### config.mk
export PLATFORM = sky130hd
export DESIGN_NAME = ddrc_core
export DESIGN_NICKNAME = d
export VERILOG_FILES = /design/src/core/ddrc_pkg.sv /design/src/core/ddrc_skid.sv /design/src/core/ddrc_core.sv
export SDC_FILE = /design/constraint.sdc
export NUM_CORES = 1
export LEC_CHECK = 0
export BUFFER_PORTS_ARGS = -buffer_cell sky130_fd_sc_hd__buf_2
export CORE_MARGIN = 3
export CORE_UTILIZATION = 45
export DETAILED_ROUTE_END_ITERATION = 12
export PLACE_DENSITY_LB_ADDON = 0.08
export SYNTH_ARGS = -nofsm -noshare
export SYNTH_HDL_FRONTEND = slang
export SYNTH_SLANG_ARGS = --single-unit
### constraint.sdc
create_clock -name ref_clk -period 3.45 [get_ports ref_clk]
set_input_delay 0.1725 -clock ref_clk [delete_from_list [all_inputs] [get_ports ref_clk]]
set_output_delay 0.1725 -clock ref_clk [all_outputs]
set_load 0.03 [all_outputs]
### src/core/ddrc_pkg.sv
// ddrc_pkg: shared constants and types for the ddr command decoder core.
// assumes: one clock domain (ref_clk), commands sampled on its rising edge.
package ddrc_pkg;
  localparam int unsigned ROW_W     = 13;       // row / address width
  localparam int unsigned COL_W     = 10;       // column width
  localparam int unsigned NUM_BANKS = 4;        // four banks
  // address bit positions
  localparam int unsigned AP_BIT    = 10;       // auto-precharge / precharge-all select
  // mode register field positions
  localparam int unsigned MR_BL_LSB = 0;        // burst length bits 0..2
  localparam int unsigned MR_BT_BIT = 3;        // burst_type_bit
  localparam int unsigned MR_CL_LSB = 4;        // read_latency bits 4..6
  localparam int unsigned MR_OP_LSB = 7;        // operating mode bits 7 and above
  localparam int unsigned LOOP_RESET_BIT = 8;   // loop_reset_bit, self clearing
  localparam int unsigned LOOP_DISABLE_BIT = 0; // extended: loop_disable_bit
  localparam int unsigned DRIVE_STRENGTH_BIT = 1; // extended: drive_strength_bit
  // reset values
  localparam logic [ROW_W-1:0] MODE_RESET = 13'h0032;  // bl 4, seq, latency 3
  localparam logic [ROW_W-1:0] EXT_RESET  = 13'h0000;
  // burst length codes
  localparam logic [2:0] BL_CODE_2 = 3'h1;
  localparam logic [2:0] BL_CODE_4 = 3'h2;
  localparam logic [2:0] BL_CODE_8 = 3'h3;
  // read latency codes (half-cycle latency rounded up to whole cycles)
  localparam logic [2:0] CL_CODE_2  = 3'h2;
  localparam logic [2:0] CL_CODE_3  = 3'h3;
  localparam logic [2:0] CL_CODE_25 = 3'h6;
  // command encodings {ras_n, cas_n, we_n}
  typedef enum logic [2:0] {
    DDRC_CMD_MODE_LOAD  = 3'h0,
    DDRC_CMD_REFRESH    = 3'h1,
    DDRC_CMD_PRECHARGE  = 3'h2,
    DDRC_CMD_ACTIVATE   = 3'h3,
    DDRC_CMD_WRITE      = 3'h4,
    DDRC_CMD_READ       = 3'h5,
    DDRC_CMD_BURST_TERM = 3'h6,
    DDRC_CMD_NOP        = 3'h7
  } ddrc_cmd_t;
  // command bundle as seen at the pins
  typedef struct packed {
    logic             cs_n;
    logic             ras_n;
    logic             cas_n;
    logic             we_n;
    logic             cke;
    logic [1:0]       bank;
    logic [ROW_W-1:0] addr;
  } ddrc_cmd_bus_t;
  // one burst beat handed to the data side
  typedef struct packed {
    logic             wr;
    logic [1:0]       bank;
    logic [ROW_W-1:0] row;
    logic [COL_W-1:0] col;
    logic             last;
  } ddrc_beat_t;
endpackage

### src/core/ddrc_skid.sv
// ddrc_skid: two-entry buffer with valid/ready on both sides.
// assumes: same clock on both sides; ready_in depends only on occupancy.
`timescale 1ns/1ps
`default_nettype none
module ddrc_skid #(
  parameter int unsigned WIDTH = 8,
  parameter int unsigned DEPTH = 2
) (
  input  wire logic             ref_clk,
  input  wire logic             reset_n,
  input  wire logic             in_valid,
  output logic                  in_ready,
  input  wire logic [WIDTH-1:0] in_data,
  output logic                  out_valid,
  input  wire logic             out_ready,
  output logic      [WIDTH-1:0] out_data
);
  // only the two-entry layout is built; refuse anything else at elaboration
  if (DEPTH != 2) begin : g_bad_depth
    $error("ddrc_skid supports DEPTH of 2 only");
  end
  logic [WIDTH-1:0] mem_ff [DEPTH];   // storage
  logic             wp_ff, nxt_wp;    // write pointer
  logic             rp_ff, nxt_rp;    // read pointer
  logic [1:0]       cnt_ff, nxt_cnt;  // occupancy
  logic             push, pop;
  // pointer and count updates
  always_comb begin
    push    = in_valid && in_ready;
    pop     = out_valid && out_ready;
    nxt_wp  = push ? ~wp_ff : wp_ff;
    nxt_rp  = pop ? ~rp_ff : rp_ff;
    nxt_cnt = cnt_ff + 2'(push) - 2'(pop);
  end
  always_ff @(posedge ref_clk or negedge reset_n) begin
    if (!reset_n) begin
      wp_ff  <= 1'b0;
      rp_ff  <= 1'b0;
      cnt_ff <= 2'h0;
    end else begin
      wp_ff  <= nxt_wp;
      rp_ff  <= nxt_rp;
      cnt_ff <= nxt_cnt;
    end
  end
  // storage has no reset; valid gates its use
  always_ff @(posedge ref_clk) begin
    if (push) begin
      mem_ff[wp_ff] <= in_data;
    end
  end
  assign in_ready  = (cnt_ff != 2'h2);  // full refuses, back-pressure to source
  assign out_valid = (cnt_ff != 2'h0);
  assign out_data  = mem_ff[rp_ff];
endmodule
`default_nettype wire

### src/core/ddrc_core.sv
// ddrc_core: command decode, bank state, mode registers and burst sequencing.
// assumes: pins arrive unsynchronised; the two-stage sync inside here samples them.
`timescale 1ns/1ps
`default_nettype none
module ddrc_core
  import ddrc_pkg::*;
#(
  parameter int unsigned LOCK_CYCLES = 200  // loop lock wait before a read
) (
  input  wire logic             ref_clk,
  input  wire logic             reset_n,
  input  wire ddrc_cmd_bus_t    cmd_pins,      // asynchronous command pins
  output ddrc_beat_t            beat_data,     // burst beat for the array side
  output logic                  beat_valid,
  input  wire logic             beat_ready,
  output logic [ROW_W-1:0]      mode_reg,
  output logic [ROW_W-1:0]      ext_mode_reg,
  output logic [NUM_BANKS-1:0]  bank_open,
  output logic                  self_refresh,
  output logic                  dq_oe,         // data pins driven
  output logic                  refresh_pulse, // one pulse per refresh
  output logic                  read_ready     // loop lock wait over
);
  // the lock counter is sixteen bits wide; refuse waits it cannot hold
  if (LOCK_CYCLES == 32'h0 || LOCK_CYCLES > 32'h0000FFFF) begin : g_bad_lock
    $error("LOCK_CYCLES must lie between 1 and 65535");
  end
  typedef enum logic [1:0] {
    DDRC_IDLE  = 2'b00,
    DDRC_BURST = 2'b01,
    DDRC_HOLD  = 2'b11
  } ddrc_state_t;
  // two-flop synchroniser for the pins
  ddrc_cmd_bus_t   sync1_ff, sync2_ff;
  logic            cke_prev_ff;       // clock enable at previous edge
  logic            self_ref_ff;       // in self refresh, commands ignored
  logic            nxt_self_ref;
  logic            skid_ready;        // beat buffer has room
  always_ff @(posedge ref_clk or negedge reset_n) begin
    if (!reset_n) begin
      sync1_ff    <= '{cs_n: 1'b1, ras_n: 1'b1, cas_n: 1'b1, we_n: 1'b1,
                       cke: 1'b0, bank: 2'h0, addr: '0};
      sync2_ff    <= '{cs_n: 1'b1, ras_n: 1'b1, cas_n: 1'b1, we_n: 1'b1,
                       cke: 1'b0, bank: 2'h0, addr: '0};
      cke_prev_ff <= 1'b0;
    end else begin
      sync1_ff    <= cmd_pins;
      sync2_ff    <= sync1_ff;
      cke_prev_ff <= sync2_ff.cke;
    end
  end
  // decoded command; deselect and nop both fall to nop
  ddrc_cmd_t cmd;
  logic      cmd_live;
  always_comb begin
    cmd      = ddrc_cmd_t'({sync2_ff.ras_n, sync2_ff.cas_n, sync2_ff.we_n});
    // a high chip select or a stopped clock enable registers nothing
    cmd_live = !sync2_ff.cs_n && cke_prev_ff && !self_ref_ff;
  end
  // state registers
  ddrc_state_t      st_ff, nxt_st;
  logic [ROW_W-1:0] mode_ff, nxt_mode;
  logic [ROW_W-1:0] ext_ff, nxt_ext;
  logic [NUM_BANKS-1:0] open_ff, nxt_open;
  logic [ROW_W-1:0] row_ff [NUM_BANKS];
  logic             dq_oe_ff, nxt_dq_oe;
  logic [15:0]      lock_ff, nxt_lock;
  logic             wr_ff, nxt_wr;
  logic             ap_ff, nxt_ap;
  logic [1:0]       bb_ff, nxt_bb;
  logic [COL_W-1:0] col_ff, nxt_col;
  logic [2:0]       idx_ff, nxt_idx;
  logic [3:0]       lat_ff, nxt_lat;
  logic             refresh_ff, nxt_refresh;
  // burst length and latency from the mode register
  logic [2:0] bl_mask;
  logic [3:0] lat_cyc;
  always_comb begin
    unique case (mode_ff[MR_BL_LSB +: 3])
      BL_CODE_2: bl_mask = 3'h1;
      BL_CODE_8: bl_mask = 3'h7;
      default:   bl_mask = 3'h3;  // reserved codes behave as length 4
    endcase
    unique case (mode_ff[MR_CL_LSB +: 3])
      CL_CODE_2: lat_cyc = 4'h2;
      CL_CODE_3, CL_CODE_25: lat_cyc = 4'h3;  // 2.5 rounds up on a single-edge core
      default:   lat_cyc = 4'h3;
    endcase
  end
  // column of the current beat: wraps within the aligned block
  logic [2:0] low_col;
  always_comb begin
    if (mode_ff[MR_BT_BIT]) begin
      low_col = (col_ff[2:0] ^ idx_ff) & bl_mask;   // interleaved
    end else begin
      low_col = (col_ff[2:0] + idx_ff) & bl_mask;   // sequential
    end
  end
  // main next-state process
  always_comb begin
    nxt_st       = st_ff;
    nxt_mode     = mode_ff;
    nxt_ext      = ext_ff;
    nxt_open     = open_ff;
    nxt_self_ref = self_ref_ff;
    nxt_dq_oe    = dq_oe_ff;
    nxt_lock     = (lock_ff != 16'h0 && sync2_ff.cke) ? lock_ff - 16'h1 : lock_ff;
    nxt_wr       = wr_ff;
    nxt_ap       = ap_ff;
    nxt_bb       = bb_ff;
    nxt_col      = col_ff;
    nxt_idx      = idx_ff;
    nxt_lat      = lat_ff;
    nxt_refresh  = 1'b0;
    // self refresh exits when clock enable returns
    if (self_ref_ff && sync2_ff.cke) begin
      nxt_self_ref = 1'b0;
      nxt_lock     = 16'(LOCK_CYCLES);  // loop re-enabled on exit
    end
    // burst sequencing, continues regardless of new nops
    if (st_ff == DDRC_BURST) begin
      if (lat_ff != 4'h0) begin
        nxt_lat = lat_ff - 4'h1;
      end else if (skid_ready) begin
        // advance only when the buffer takes the beat, so a stall repeats nothing
        nxt_idx = idx_ff + 3'h1;
        if ((idx_ff & bl_mask) == bl_mask) begin
          nxt_st = DDRC_IDLE;
          if (ap_ff) begin
            nxt_open[bb_ff] = 1'b0;  // auto-precharge after the burst
          end
        end
      end
    end
    if (cmd_live) begin
      unique case (cmd)
        DDRC_CMD_MODE_LOAD: begin
          // relies on controller only loading with banks idle
          if (sync2_ff.bank == 2'h0) begin
            nxt_mode = sync2_ff.addr;
            if (sync2_ff.addr[LOOP_RESET_BIT]) begin
              nxt_lock = 16'(LOCK_CYCLES);
              nxt_mode[LOOP_RESET_BIT] = 1'b0;  // self clearing
            end
          end else if (sync2_ff.bank == 2'h1) begin
            nxt_ext = sync2_ff.addr;
          end
        end
        DDRC_CMD_REFRESH: begin
          if (!sync2_ff.cke) begin
            nxt_self_ref = 1'b1;
          end else begin
            nxt_refresh = 1'b1;   // one refresh per command
          end
        end
        DDRC_CMD_PRECHARGE: begin
          if (sync2_ff.addr[AP_BIT]) begin
            nxt_open = '0;                      // all banks
          end else begin
            nxt_open[sync2_ff.bank] = 1'b0;
          end
        end
        DDRC_CMD_ACTIVATE: begin
          nxt_open[sync2_ff.bank] = 1'b1;
        end
        DDRC_CMD_READ, DDRC_CMD_WRITE: begin
          if (open_ff[sync2_ff.bank]) begin     // needs an open row
            nxt_st  = DDRC_BURST;
            nxt_wr  = (cmd == DDRC_CMD_WRITE);
            nxt_ap  = sync2_ff.addr[AP_BIT];
            nxt_bb  = sync2_ff.bank;
            nxt_col = sync2_ff.addr[COL_W-1:0];
            nxt_idx = 3'h0;
            nxt_lat = (cmd == DDRC_CMD_WRITE) ? 4'h0 : lat_cyc - 4'h1;
            if (cmd == DDRC_CMD_READ) begin
              nxt_dq_oe   = 1'b1;  // each read drives the data pins
            end
          end
        end
        DDRC_CMD_BURST_TERM: begin
          // only a plain read is cut; its row stays open
          if (st_ff == DDRC_BURST && !wr_ff && !ap_ff) begin
            nxt_st = DDRC_IDLE;
          end
        end
        DDRC_CMD_NOP: begin
        end
      endcase
    end
    if (nxt_st == DDRC_IDLE && !nxt_wr) begin
      nxt_dq_oe = 1'b0;  // release the data pins when idle after a read burst
    end
  end
  always_ff @(posedge ref_clk or negedge reset_n) begin
    if (!reset_n) begin
      st_ff       <= DDRC_IDLE;
      mode_ff     <= MODE_RESET;
      ext_ff      <= EXT_RESET;
      open_ff     <= '0;
      self_ref_ff <= 1'b0;
      dq_oe_ff    <= 1'b0;   // high impedance from power-up
      lock_ff     <= 16'h0;
      wr_ff       <= 1'b0;
      ap_ff       <= 1'b0;
      bb_ff       <= 2'h0;
      col_ff      <= '0;
      idx_ff      <= 3'h0;
      lat_ff      <= 4'h0;
      refresh_ff  <= 1'b0;
    end else begin
      st_ff       <= nxt_st;
      mode_ff     <= nxt_mode;
      ext_ff      <= nxt_ext;
      open_ff     <= nxt_open;
      self_ref_ff <= nxt_self_ref;
      dq_oe_ff    <= nxt_dq_oe;
      lock_ff     <= nxt_lock;
      wr_ff       <= nxt_wr;
      ap_ff       <= nxt_ap;
      bb_ff       <= nxt_bb;
      col_ff      <= nxt_col;
      idx_ff      <= nxt_idx;
      lat_ff      <= nxt_lat;
      refresh_ff  <= nxt_refresh;
    end
  end
  // open row per bank kept for the beat address
  always_ff @(posedge ref_clk) begin
    if (cmd_live && cmd == DDRC_CMD_ACTIVATE) begin
      row_ff[sync2_ff.bank] <= sync2_ff.addr;
    end
  end
  // beats go through a two-entry buffer so a stalled sink loses nothing
  ddrc_beat_t beat_in;
  logic       beat_in_valid;
  always_comb begin
    beat_in.wr    = wr_ff;
    beat_in.bank  = bb_ff;
    beat_in.row   = row_ff[bb_ff];
    beat_in.col   = {col_ff[COL_W-1:3], (col_ff[2:0] & ~bl_mask) | low_col};
    beat_in.last  = ((idx_ff & bl_mask) == bl_mask);
    beat_in_valid = (st_ff == DDRC_BURST) && (lat_ff == 4'h0);
  end
  ddrc_skid #(
    .WIDTH ($bits(ddrc_beat_t)),
    .DEPTH (2)
  ) u_skid (
    .ref_clk   (ref_clk),
    .reset_n   (reset_n),
    .in_valid  (beat_in_valid && skid_ready),
    .in_ready  (skid_ready),
    .in_data   (beat_in),
    .out_valid (beat_valid),
    .out_ready (beat_ready),
    .out_data  (beat_data)
  );
  assign mode_reg      = mode_ff;
  assign ext_mode_reg  = ext_ff;
  assign bank_open     = open_ff;
  assign self_refresh  = self_ref_ff;
  assign dq_oe         = dq_oe_ff;
  assign refresh_pulse = refresh_ff;
  assign read_ready    = (lock_ff == 16'h0);
endmodule
`default_nettype wire

; After elaboration in Yosys (flattened, before gate mapping)
; Memory sizes are Yosys's and may differ from the RTL's.
; Cells that the tools add are included.
[word_totals]
reg_bits = 116
mem_bits_rw = 106
inputBits = 23
output_inout_bits = 62
elab_cells = 171
n_memories = 2
[mem_list]
columns = name, depth, word_bits, read_ports, rd_clocked_by_memory_dff, write_ports, line
row1 = u_skid.mem_ff, 2, 27, 1, 0, 1, ddrc_skid.sv:22  ; logic [WIDTH-1:0] mem_ff [DEPTH];
row2 = row_ff, 4, 13, 1, 0, 1, ddrc_core.sv:65  ; logic [ROW_W-1:0] row_ff [NUM_BANKS];
[classes]
n_addsub = 7
order_cmp = 4
eq_ne = 13
muxes = 62
bitwise_logic = 15
n_reduce_logical = 36
[ops]
columns = cell, count
row1 = 16-bit two-way mux, 6
row2 = 4-bit two-way mux, 13
row3 = 1-bit two-way mux, 23
row4 = 3-bit two-way mux, 7
row5 = 16-bit zero test, 1
row6 = 16-bit nonzero test, 1
row7 = "16-bit by 1-bit subtractor with 16-bit output, second input constant", 1
row8 = 1-bit logical AND, 14
row9 = 2-bit two-way mux, 7
row10 = 3-bit bitwise AND, 4
row11 = "3-bit by 2-bit == test with 1-bit output, second input constant", 4
row12 = 2-bit nonzero test, 5
row13 = "3-bit == test, second input constant", 3
row14 = 4-bit bitwise AND, 2
row15 = 4-bit NOT, 2
row16 = 4-bit one-hot mux with 2 select lines, 1
row17 = 4-bit AND reduction, 2
row18 = "4-bit by 1-bit subtractor with 4-bit output, second input constant", 2
row19 = "3-bit by 1-bit == test with 1-bit output, second input constant", 2
row20 = "2-bit by 3-bit < comparator with 1-bit output, second input constant", 2
row21 = 3-bit one-hot mux with 2 select lines, 1
row22 = 3-bit AND reduction, 2
row23 = 1-bit zero test, 5
row24 = 1-bit demux with 2-bit select, 2
row25 = 20 further kinds, 25

; Depth between registers and ports, before layout
; Gate-level depths: netlist (run 1).
[depth]
ltp_word = 15
mapped_depth = 9
depth_no_buf = 7

; By module
; From an unflattened synthesis (run 1), not the netlist that was laid out.
[hier_totals]
hier_cells = 553
hier_area_um2 = 8563.2
[modules_own_cells]
columns = mod, instances, cells_each, area_per_inst_um2, seq_area_each_um2
row1 = ddrc_core, 1, 447, 6384.9, 4377.9
row2 = ddrc_skid, 1, 106, 2178.3, 1721.7

; Worst setup path after synthesis (run 1)
; Ideal clock, no wire load.
[synth_path]
path_kind = reg2reg
from = register lat_ff[0]
to = memory u_skid.mem_ff[0][0] (netlist name), enable pin
arrival_ns = 2.311
setup_slack_ns = 0.729
stages_incl_launch_ff = 6
n_path_buf = 0
synth_period_minus_slack_ns = 2.721
cell_sequence = dfrtp_1 -> inv_1 -> ha_1 -> nor3b_1 -> nand3_1 -> nor2_1
[synth_via]
elab_chain_cells = 6
[synth_rtl]
columns = item, line
row1 = start: declaration, ddrc_core.sv:73  ; logic [3:0] lat_ff, nxt_lat;
row2 = start signal: assignment, ddrc_core.sv:223  ; lat_ff <= nxt_lat;
row3 = 4-bit zero test, ddrc_core.sv:242  ; beat_in_valid = (st_ff == DDRC_BURST) && (lat_ff == 4'h0);
row4 = 1-bit logical AND, ddrc_core.sv:242
row5 = 1-bit logical AND, ddrc_core.sv:250  ; .in_valid (beat_in_valid && skid_ready),
row6 = 1-bit logical AND, ddrc_skid.sv:29  ; push = in_valid && in_ready;
row7 = 1-bit two-way mux, ddrc_skid.sv:48  ; if (push) begin
row8 = 1-bit two-way mux (implied by the code), ddrc_skid.sv:49  ; mem_ff[wp_ff] <= in_data;
row9 = end: declaration, ddrc_skid.sv:22
; No other way between the ends.

; Worst setup path after layout (run 1)
[layout_path]
from = register lock_ff[0]
to = output read_ready
[layout_via]
elab_chain_cells = 1
[layout_rtl]
columns = item, line
row1 = start: declaration, ddrc_core.sv:67  ; logic [15:0] lock_ff, nxt_lock;
row2 = start signal: assignment, ddrc_core.sv:217  ; lock_ff <= nxt_lock;
row3 = 16-bit zero test, ddrc_core.sv:263  ; assign read_ready = (lock_ff == 16'h0);
row4 = end: declaration, ddrc_core.sv:22  ; output logic read_ready
; No other way between the ends.

==> metrics.txt, run 1 <==
sequential fraction of the synthesis area 72.0%; Fmax between 300 and 400 MHz; YS warnings 0; die area 20500 µm²; Yosys top cell by area edfxtp_1; Hold Crit Class in -> reg; Final Max Slew Viols 0; Largest Register u_skid.mem_ff; Via-to-Cell Ratio approximately 5.2; CP Capture Point read_ready; Worst-Margin Slew between 900 and 1000 ps; drt drc 0; Worst R2R End row_ff[0][1]; Netlist cell types 59; Die Y about 140 µm; DRT Wirelength 16100 µm; 1st-pass router iterations 4; wire per inst approximately 18 µm; largest net degree at the start of global routing between 70 and 80; first-pass GRT wire length ~26000 µm; maximum VDD drop around 0.0005 V; critical path depth 6; hpwl dp approximately 11000 µm; pre-CTS WS about 1100 ps; PwrDens around 740 nW/µm²; fin nets ~700; PortBufs between 80 and 90; GR Util All Layers 16.2%; critical path cell sequence inv_1, ha_1, nor4b_1, nand4_1, inv_1, buf_2; cell family with most CP delay buffers and inverters; WP data required 3280 ps; Setup Viol. Count Final 0; via count 4723; Max stage delay on crit path roughly 500 ps; Crit. End Element output pin; Post-synth EDFFs roughly 110; clock buffer depth 3; Synth Instances 540; grt ovf 0; Cell Area, Synth 8480 µm²; max FFs per register between 50 and 60; post-synthesis register bit count 222; r2r setup slk 1100 ps; RePlAce Congestion just under 0.9; area grow syn2layout 20.0%; TritonCTS Sinks about 220; Critical R2R Launch self_refresh; biggest regs u_skid.mem_ff: 54 flops, row_ff: 52 flops, sync1_ff: 20 flops; Avg Synthesized Cell Area ~16 µm²; CP max FO 21; Die W 143 µm; clock buffer count from CTS 23; # diodes 0; area of the multi-input gates about 2200 µm²; max cap viols 0; critical path data arrival time approximately 2700 ps; post-synth top area share 37.6%; vias in the first global route just under 5000; register area roughly 6000 µm²; post-route setup slack slightly below 600 ps; CTS H-tree lvls 1; layout cells sized above 1 a little under a third; Placeable Area roughly 18000 µm²; min cycle time layout between 2000 and 3000 ps; status completed; cell leakage power 4.21 nW; Min Hold Slack a little over 300 ps; critical path launch point type register; total chip power roughly 7.5 mW; crit path kind reg -> out; DR iter-0 viols 294; skew final about 17 ps; I/O Pins 85; Fin. Hold Viols 0; RSZ-0062 raised after global routing false; CTS tree built; final setup TNS 0 ps; cell row count 49; Root Driver clkbuf_16; synth top area cells edfxtp_1 (38%), dfrtp_1 (31%), mux2_2 (7.0%), mux4_2 (3.7%), dfstp_2 (3.4%); Final Cycle Share a little over four fifths; launch point of the worst path lock_ff[0]; hold path depth 2; Syn Nets about 570; Reg2Reg Depth 3; Critical-path top delay cell inv_1; asr flop ratio synth approximately 52%; Max-slew headroom between 30% and 40%; ys flop type edfxtp_1; Worst-Skew Late Latency between 500 and 600 ps; fillers 1423; Initial Util ~47%; CP bufs+invs 3; most frequent CP cell inv_1; initial antenna violation count 0; Antenna Nets Post-Route 0; clk slew on worst S/H paths 60 ps
timing repair:
item / in CTS / in global routing
gates resized for setup: 0 / 0
buffers inserted: 0 / 0
hold endpoints to repair: 83 / 0
hold buffers: 22 / 0
final cells by class:
| cell class | count | area share, % |
|---|---|---|
| timing repair buffer | 111 | 6.84 |
| tap | 229 | 2.82 |
| inverter | 16 | 0.591 |
| multi-input combinational | 284 | 21.9 |
| clock buffer | 28 | 6.14 |
| sequential | 222 | 60.0 |
| clock inverter | 14 | 1.69 |
metal layers:
metal,GRT usage (%),share of wire [%]
met4,4.56,2.1
met3,3.05,5.7
met1,23.8,47
met5,0,0
met2,25.0,45
per-stage QoR:
stage               instance area, µm²  instances  utilization, %
floorplan                         8480        540               -
global placement                  9150        840            50.3
detailed placement                9150        840            50.3
CTS                              10200        904            55.8
global route                     10200        904            55.8
finish                           10200        904            55.8
cell usage after synthesis (all sizes together) (2+ instances only):
master and n:
edfxtp 106, dfrtp 105, nand2 55, mux2 53
a21oi 19, nor2 17, inv 16, mux4 14
o21ai 14, clkbuf 12, dfstp 11, or4 9
ha 8, and2 6, buf 6, nand3 6
nor2b 6, o31ai 6, nand4 5, nor3b 5
or3 5, xnor2 5, nand2b 4, xor2 4
a31oi 3, and3 3, nor3 3, nor4 3
a311oi 2, a32oi 2, and2b 2, and4b 2
mux2i 2, nor4b 2, o211ai 2, or2 2
or4b 2
power by group:
group	total, mW	internal [mW]	switching [mW]
clock	2.56	1.58	0.972
sequential	3.42	3.13	0.296
combinational	1.51	0.633	0.874
total	7.49	5.35	2.14
worst reg2reg max path, stage by stage, from the launching register on:
cell and delay [ps]:
dfrtp_1 420, nor3b_1 640, and3_1 340, and2_1 580
cells in the final DEF, fill, tap and decap left out, drive strengths merged, types with 4 or more instances in the layout:
master,n
mux4,14
or4,9
edfxtp,106
clkbuf,28
dfstp,11
nor2b,6
clkinv,8
nand2b,4
nand3,6
o21ai,14
xor2,4
nand4,5
o31ai,6
or3,5
nor2,17
buf,89
nor3b,5
dlygate4sd3,22
nand2,55
ha,8
inv,17
a21oi,19
bufinv,4
and2,6
mux2,53
dfrtp,105
xnor2,5
worst min-delay path by stage:
stage,to,start
after floorplan,ap_ff,reset_n
after global placement,sync1_ff[16],cmd_pins[16]
after detailed placement,sync1_ff[16],cmd_pins[16]
after CTS,sync1_ff[3],cmd_pins[3]
after global routing,sync1_ff[6],cmd_pins[6]
final,sync1_ff[8],cmd_pins[8]
kinds of logic after synthesis:
logic type	count (synthesis)	synth area share, %
AO/OA/AOI/OAI	58	4.33
XOR/XNOR	9	0.930
adder cells (fa/ha/maj)	9	1.42
buffers and inverters	34	1.74
flip-flops	222	72.0
multiplexers	69	11.0
other	1	0.0442
AND/OR/NAND/NOR	138	8.58
Note: power is estimated with default switching activity, not from simulation.
==> run 2, diff against run 1 <==
Clock period 3.45 ns to 2.4 ns, I/O delays scaled along.
==> metrics.txt, run 2 (synthesis gave the netlist of run 1 again) <==
max FFs per register 54 (unchanged); final setup TNS 0 ps (unchanged); RePlAce Congestion 0.837 (-5.4%); first-pass GRT wire length 26300 µm (+0.66%); Via-to-Cell Ratio 5.28 (+1.1%); Root Driver clkbuf_16; CTS tree built; clock power share 33.9% (-0.2 points); most frequent cells in the layout edfxtp_1 (106), dfrtp_1 (105), buf_2 (82); Placeable Area 18200 µm² (unchanged); biggest regs u_skid.mem_ff: 54 flops, row_ff: 52 flops, sync1_ff: 20 flops; 1st-pass router iterations 4 (unchanged); die area 20500 µm² (unchanged); clk slew on worst S/H paths 60 ps (about the same); TritonCTS Sinks 222 (unchanged); fillers 1436 (+0.91%); hpwl dp 10900 µm (+3.3%); Worst R2R End u_skid.mem_ff[1][5]; Reg2Reg Depth 7 (+4); CTS H-tree lvls 1 (unchanged); most common cell after layout, fill and taps aside edfxtp_1; area grow syn2layout 21.9%; RSZ-0062 raised after global routing false; via count 4836 (+2.4%); DR iter-0 viols 329 (+12%); Reg power frac 45.5% (-0.2 points); Max-slew headroom 39.9% (+6.1 points); WP data required 2280 ps (-1000 ps); Crit. End Element output pin; GR Util All Layers 16.3% (+0.086 points); Final Cycle Share between 90 and 100%; CP max FO 21 (unchanged); Fin. Hold Viols 0 (unchanged); cell row count 49 (unchanged); Hold Crit Class in -> async; Setup Viol. Count Final 0 (unchanged); Final Max Slew Viols 0 (unchanged); post-route setup slack 152 ps (-424 ps); grt ovf 0 (unchanged); status completed; largest net degree at the start of global routing 51 (-31%); cell leakage power 4.31 nW (+2.3%); clock buffer count from CTS 23 (unchanged); Initial Util 46.5% (unchanged); DRT Wirelength 16500 µm (+3.0%); Die W 143 µm (unchanged); maximum VDD drop 0.000672 V (+38%); layout cells sized above 1 33.9% (+2.2 points); fin nets 702 (+1.7%); drt drc 0 (unchanged); Antenna Nets Post-Route 0 (unchanged); Comb power frac 20.6% (+0.5 points); CP Capture Point read_ready; initial antenna violation count 0 (unchanged); # diodes 0 (unchanged); pre-CTS WS 257 ps (-819 ps); crit path kind reg -> out; Largest Register u_skid.mem_ff; Switching Share 29.1% (+0.47 points); PwrDens 1050 nW/µm² (+42%); clock buffer depth 3 (unchanged); Worst-Skew Late Latency 510 ps (about the same); skew final 11.8 ps (-4.79 ps); P_int 7.67 mW (+44%); Fmax around 440 MHz; I/O Pins 85 (unchanged); max cap viols 0 (unchanged); critical path data arrival time 2130 ps (-570 ps); Critical R2R Launch lat_ff[0]; PortBufs 83 (unchanged); sw power 3.15 mW (+47%); Die Y 143 µm (unchanged); r2r setup slk 240 ps (-860 ps); launch point of the worst path lock_ff[0]; wire per inst 18.0 µm (+1.6%); Worst-Margin Slew 901 ps (-92.0 ps); min cycle time layout about 2200 ps; vias in the first global route 5028 (+2.5%); critical path launch point type register
run 2: changes by cell type in the layout (fill, tap and decap cells not counted), moves of 2 or more:
cell	before	now
clkbuf_8	3	5
clkinv_2	4	8
clkinv_1	4	0
clkbuf_16	23	26
buf_12	1	4
bufinv_16	4	1
buf_4	6	15
run 2: layout make-up:
cell class / instances / area, µm² / share of cell area, %
clock buffers: 32 / 723 / 7.00
repair buffers: 123 / 823 / 7.97
multi-input cells: 284 / 2250 / 21.8
flip-flops and latches: 222 / 6100 / 59.0
inverters: 16 / 60.1 / 0.581
well taps: 229 / 287 / 2.77
clock inverters: 10 / 90.1 / 0.872
run 2: what timing repair did:
action                                  CTS  global route
pin swaps                                 1             0
cloned                                    0             0
buffers inserted                          1             0
hold buffers                             22             0
endpoints found under the setup margin    1             1
resized for setup                         2             1
endpoints found under the hold margin    59             0
run 2: stage by stage:
stage	cells	cell area, µm²	hold slack, ps	utilization, %	power, mW
after floorplan	540	8480	-176	-	6.48
after global placement	851	9270	129	50.9	7.10
after detailed placement	851	9270	129	50.9	7.17
after CTS	916	10300	159	56.7	10.9
after global routing	916	10300	196	56.8	11.4
final	916	10300	169	56.8	10.8
run 2: worst min-delay path by stage:
stage,from,end,slack [ps],depth (start not counted)
2_1_floorplan,reset_n,ap_ff,-180,0
3_3_place_gp,reset_n,sync2_ff[15],130,1
3_5_place_dp,reset_n,sync1_ff[15],130,1
4_1_cts,reset_n,bank_open[2],160,2
5_1_grt,reset_n,sync2_ff[15],200,2
6_report,reset_n,sync1_ff[15],170,2
run 2: critical path, stage by stage, from the launching register on:
cell and delay, ps:
dfrtp_1 370, inv_1 120, ha_1 190, nor4b_4 250
nand4_1 150, inv_1 80, buf_4 220, buf_2 240
run 2: power groups by stage:
stage	clock, mW	sequential [mW]	combinational [mW]
2_1_floorplan	0	4.94	1.54
3_5_place_dp	0	4.97	2.20
5_1_grt	3.93	4.98	2.45
3_3_place_gp	0	4.94	2.16
6_report	3.67	4.92	2.23
4_1_cts	3.77	4.91	2.25
run 2: per-layer routing:
metal,wire length [µm],track usage (%),up-vias
met5,0,0,-
met4,374,5.35,0
met3,869,3.48,24
met2,7720,25.7,112
met1,7570,22.8,2434
li1,-,-,2266
==> run 3, diff against run 2 <==
Settings changed: CTS_BUF_LIST set to sky130_fd_sc_hd__clkbuf_8.
==> metrics.txt, run 3 (synthesis gave the netlist of run 1 again) <==
CTS tree built; max FFs per register 54 (unchanged); min cycle time layout 2270 ps (+17.6 ps); RSZ-0062 raised after global routing false; Crit. End Element output pin; WP data required 2280 ps (about the same); Final Cycle Share 94.4% (+0.73 points); PwrDens 1010 nW/µm² (-3.6%); hpwl dp 10900 µm (unchanged); area grow syn2layout 20.9%; largest net degree at the start of global routing 51 (unchanged); GR Util All Layers 16.7% (+0.42 points); Fmax 441 MHz (-0.78%); 1st-pass router iterations 4 (unchanged); CTS H-tree lvls 2 (+1); maximum VDD drop 0.000475 V (-29%); Placeable Area 18200 µm² (unchanged); Via-to-Cell Ratio 5.21 (-1.3%); DRT Wirelength 16800 µm (+1.7%); grt ovf 0 (unchanged); final setup TNS 0 ps (unchanged); Max-slew headroom 39.2% (-0.67 points); Worst-Skew Late Latency 530 ps (+20 ps); RePlAce Congestion 0.837 (unchanged); biggest regs u_skid.mem_ff: 54 flops, row_ff: 52 flops, sync1_ff: 20 flops; first-pass GRT wire length 26700 µm (+1.4%); Max stage delay on crit path 370 ps (about the same); Non-Filler Instances 942 (+2.8%); DR iter-0 viols 305 (-7.3%); Worst-Margin Slew 911 ps (+10.1 ps); wire per inst 17.8 µm (-1.1%); layout cells sized above 1 33.9% (about the same); Die Y 143 µm (unchanged); most frequent CP cell inv_1; crit path kind reg -> out; critical path data arrival time 2150 ps (+20 ps); # diodes 0 (unchanged); vias in the first global route 5146 (+2.3%); cell row count 49 (unchanged); Antenna Nets Post-Route 0 (unchanged); critical path launch point type register; I/O Pins 85 (unchanged); drt drc 0 (unchanged); Root Driver clkbuf_8; clock buffer count from CTS 37 (+61%); most frequent cells in the layout edfxtp_1 (106), dfrtp_1 (105), buf_2 (82); fin nets 716 (+2.0%); cell leakage power 4.33 nW (+0.56%); final core utilization 56.3% (-0.49 points); CP max FO 21 (unchanged); status completed; total chip power 10.3 mW (-4.4%); Final Max Slew Viols 0 (unchanged); critical path cell sequence inv_1, ha_1, nor4b_4, nand4_1, inv_1, buf_4, buf_2; Initial Util 46.5% (unchanged); Hold Crit Class in -> async; clk slew on worst S/H paths 60 ps (about the same); Largest Register u_skid.mem_ff; max cap viols 0 (unchanged); Die W 143 µm (unchanged); Placed Cells 851 (unchanged); Min Hold Slack 172 ps (+2.98 ps); Fin. Hold Viols 0 (unchanged); most common cell after layout, fill and taps aside edfxtp_1; fillers 1465 (+2.0%); via count 4910 (+1.5%); skew final 21.2 ps (+9.40 ps); Setup Viol. Count Final 0 (unchanged); die area 20500 µm² (unchanged); initial antenna violation count 0 (unchanged); Critical-path top delay cell dfrtp_1; TritonCTS Sinks 222 (unchanged); clock buffer depth 3 (unchanged); PortBufs 83 (unchanged); r2r setup slk 240 ps (about the same)
## run 3: report_power, final
part | switching, mW | internal (mW)
sequential | 0.422 | 4.50
combinational | 1.28 | 0.948
clock | 1.47 | 1.73
## run 3: path summary, 6_finish.rpt
check                                  start  cells past startpoint                    to
worst max register to register     lat_ff[0]                      7  u_skid.mem_ff[1][22]
worst min-delay path                 reset_n                      2          bank_open[1]
worst max-delay path              lock_ff[0]                      7            read_ready
worst min register to register   sync1_ff[9]                      0           sync2_ff[9]
min in group ref_clk            cmd_pins[10]                      2          sync1_ff[10]
max in group asynchronous            reset_n                      3       ext_mode_reg[9]
## run 3: final cells by class
| class | instances | area [µm²] | area share, % |
|---|---|---|---|
| clock buffers | 42 | 578 | 5.64 |
| multi-input cells | 284 | 2250 | 22.0 |
| clock inverters | 26 | 146 | 1.43 |
| inverters | 16 | 60.1 | 0.586 |
| repair buffers | 123 | 823 | 8.04 |
| well taps | 229 | 287 | 2.80 |
| flip-flops and latches | 222 | 6100 | 59.5 |
## run 3: repair_timing
action / 4_1_cts / 5_1_grt
hold buffers: 22 / 0
endpoints found under the setup margin: 1 / 1
cloned: 0 / 0
hold endpoints to repair: 59 / 0
pin swaps: 1 / 0
gates resized for setup: 2 / 1
setup buffers: 1 / 0
## run 3: metrics by stage
step	worst slack, ps	instance area, µm²
2_1_floorplan	33.6	8480
3_3_place_gp	324	9270
3_5_place_dp	257	9270
4_1_cts	57.8	10200
5_1_grt	39.8	10200
6_report	134	10200
## run 3: layer usage
layer / share of wire, % / GRT usage (%)
met3: 6.6 / 4.02
met2: 46 / 26.1
met1: 44 / 22.7
met4: 2.6 / 6.84
met5: 0 / 0
## run 3: critical path, delay by kind of cell, from the launching register on
kind	cells	cell delay, ps
and+or+nand+nor	2	390
DFF	1	370
adders and majority gates	1	190
buffers and inverters	4	660
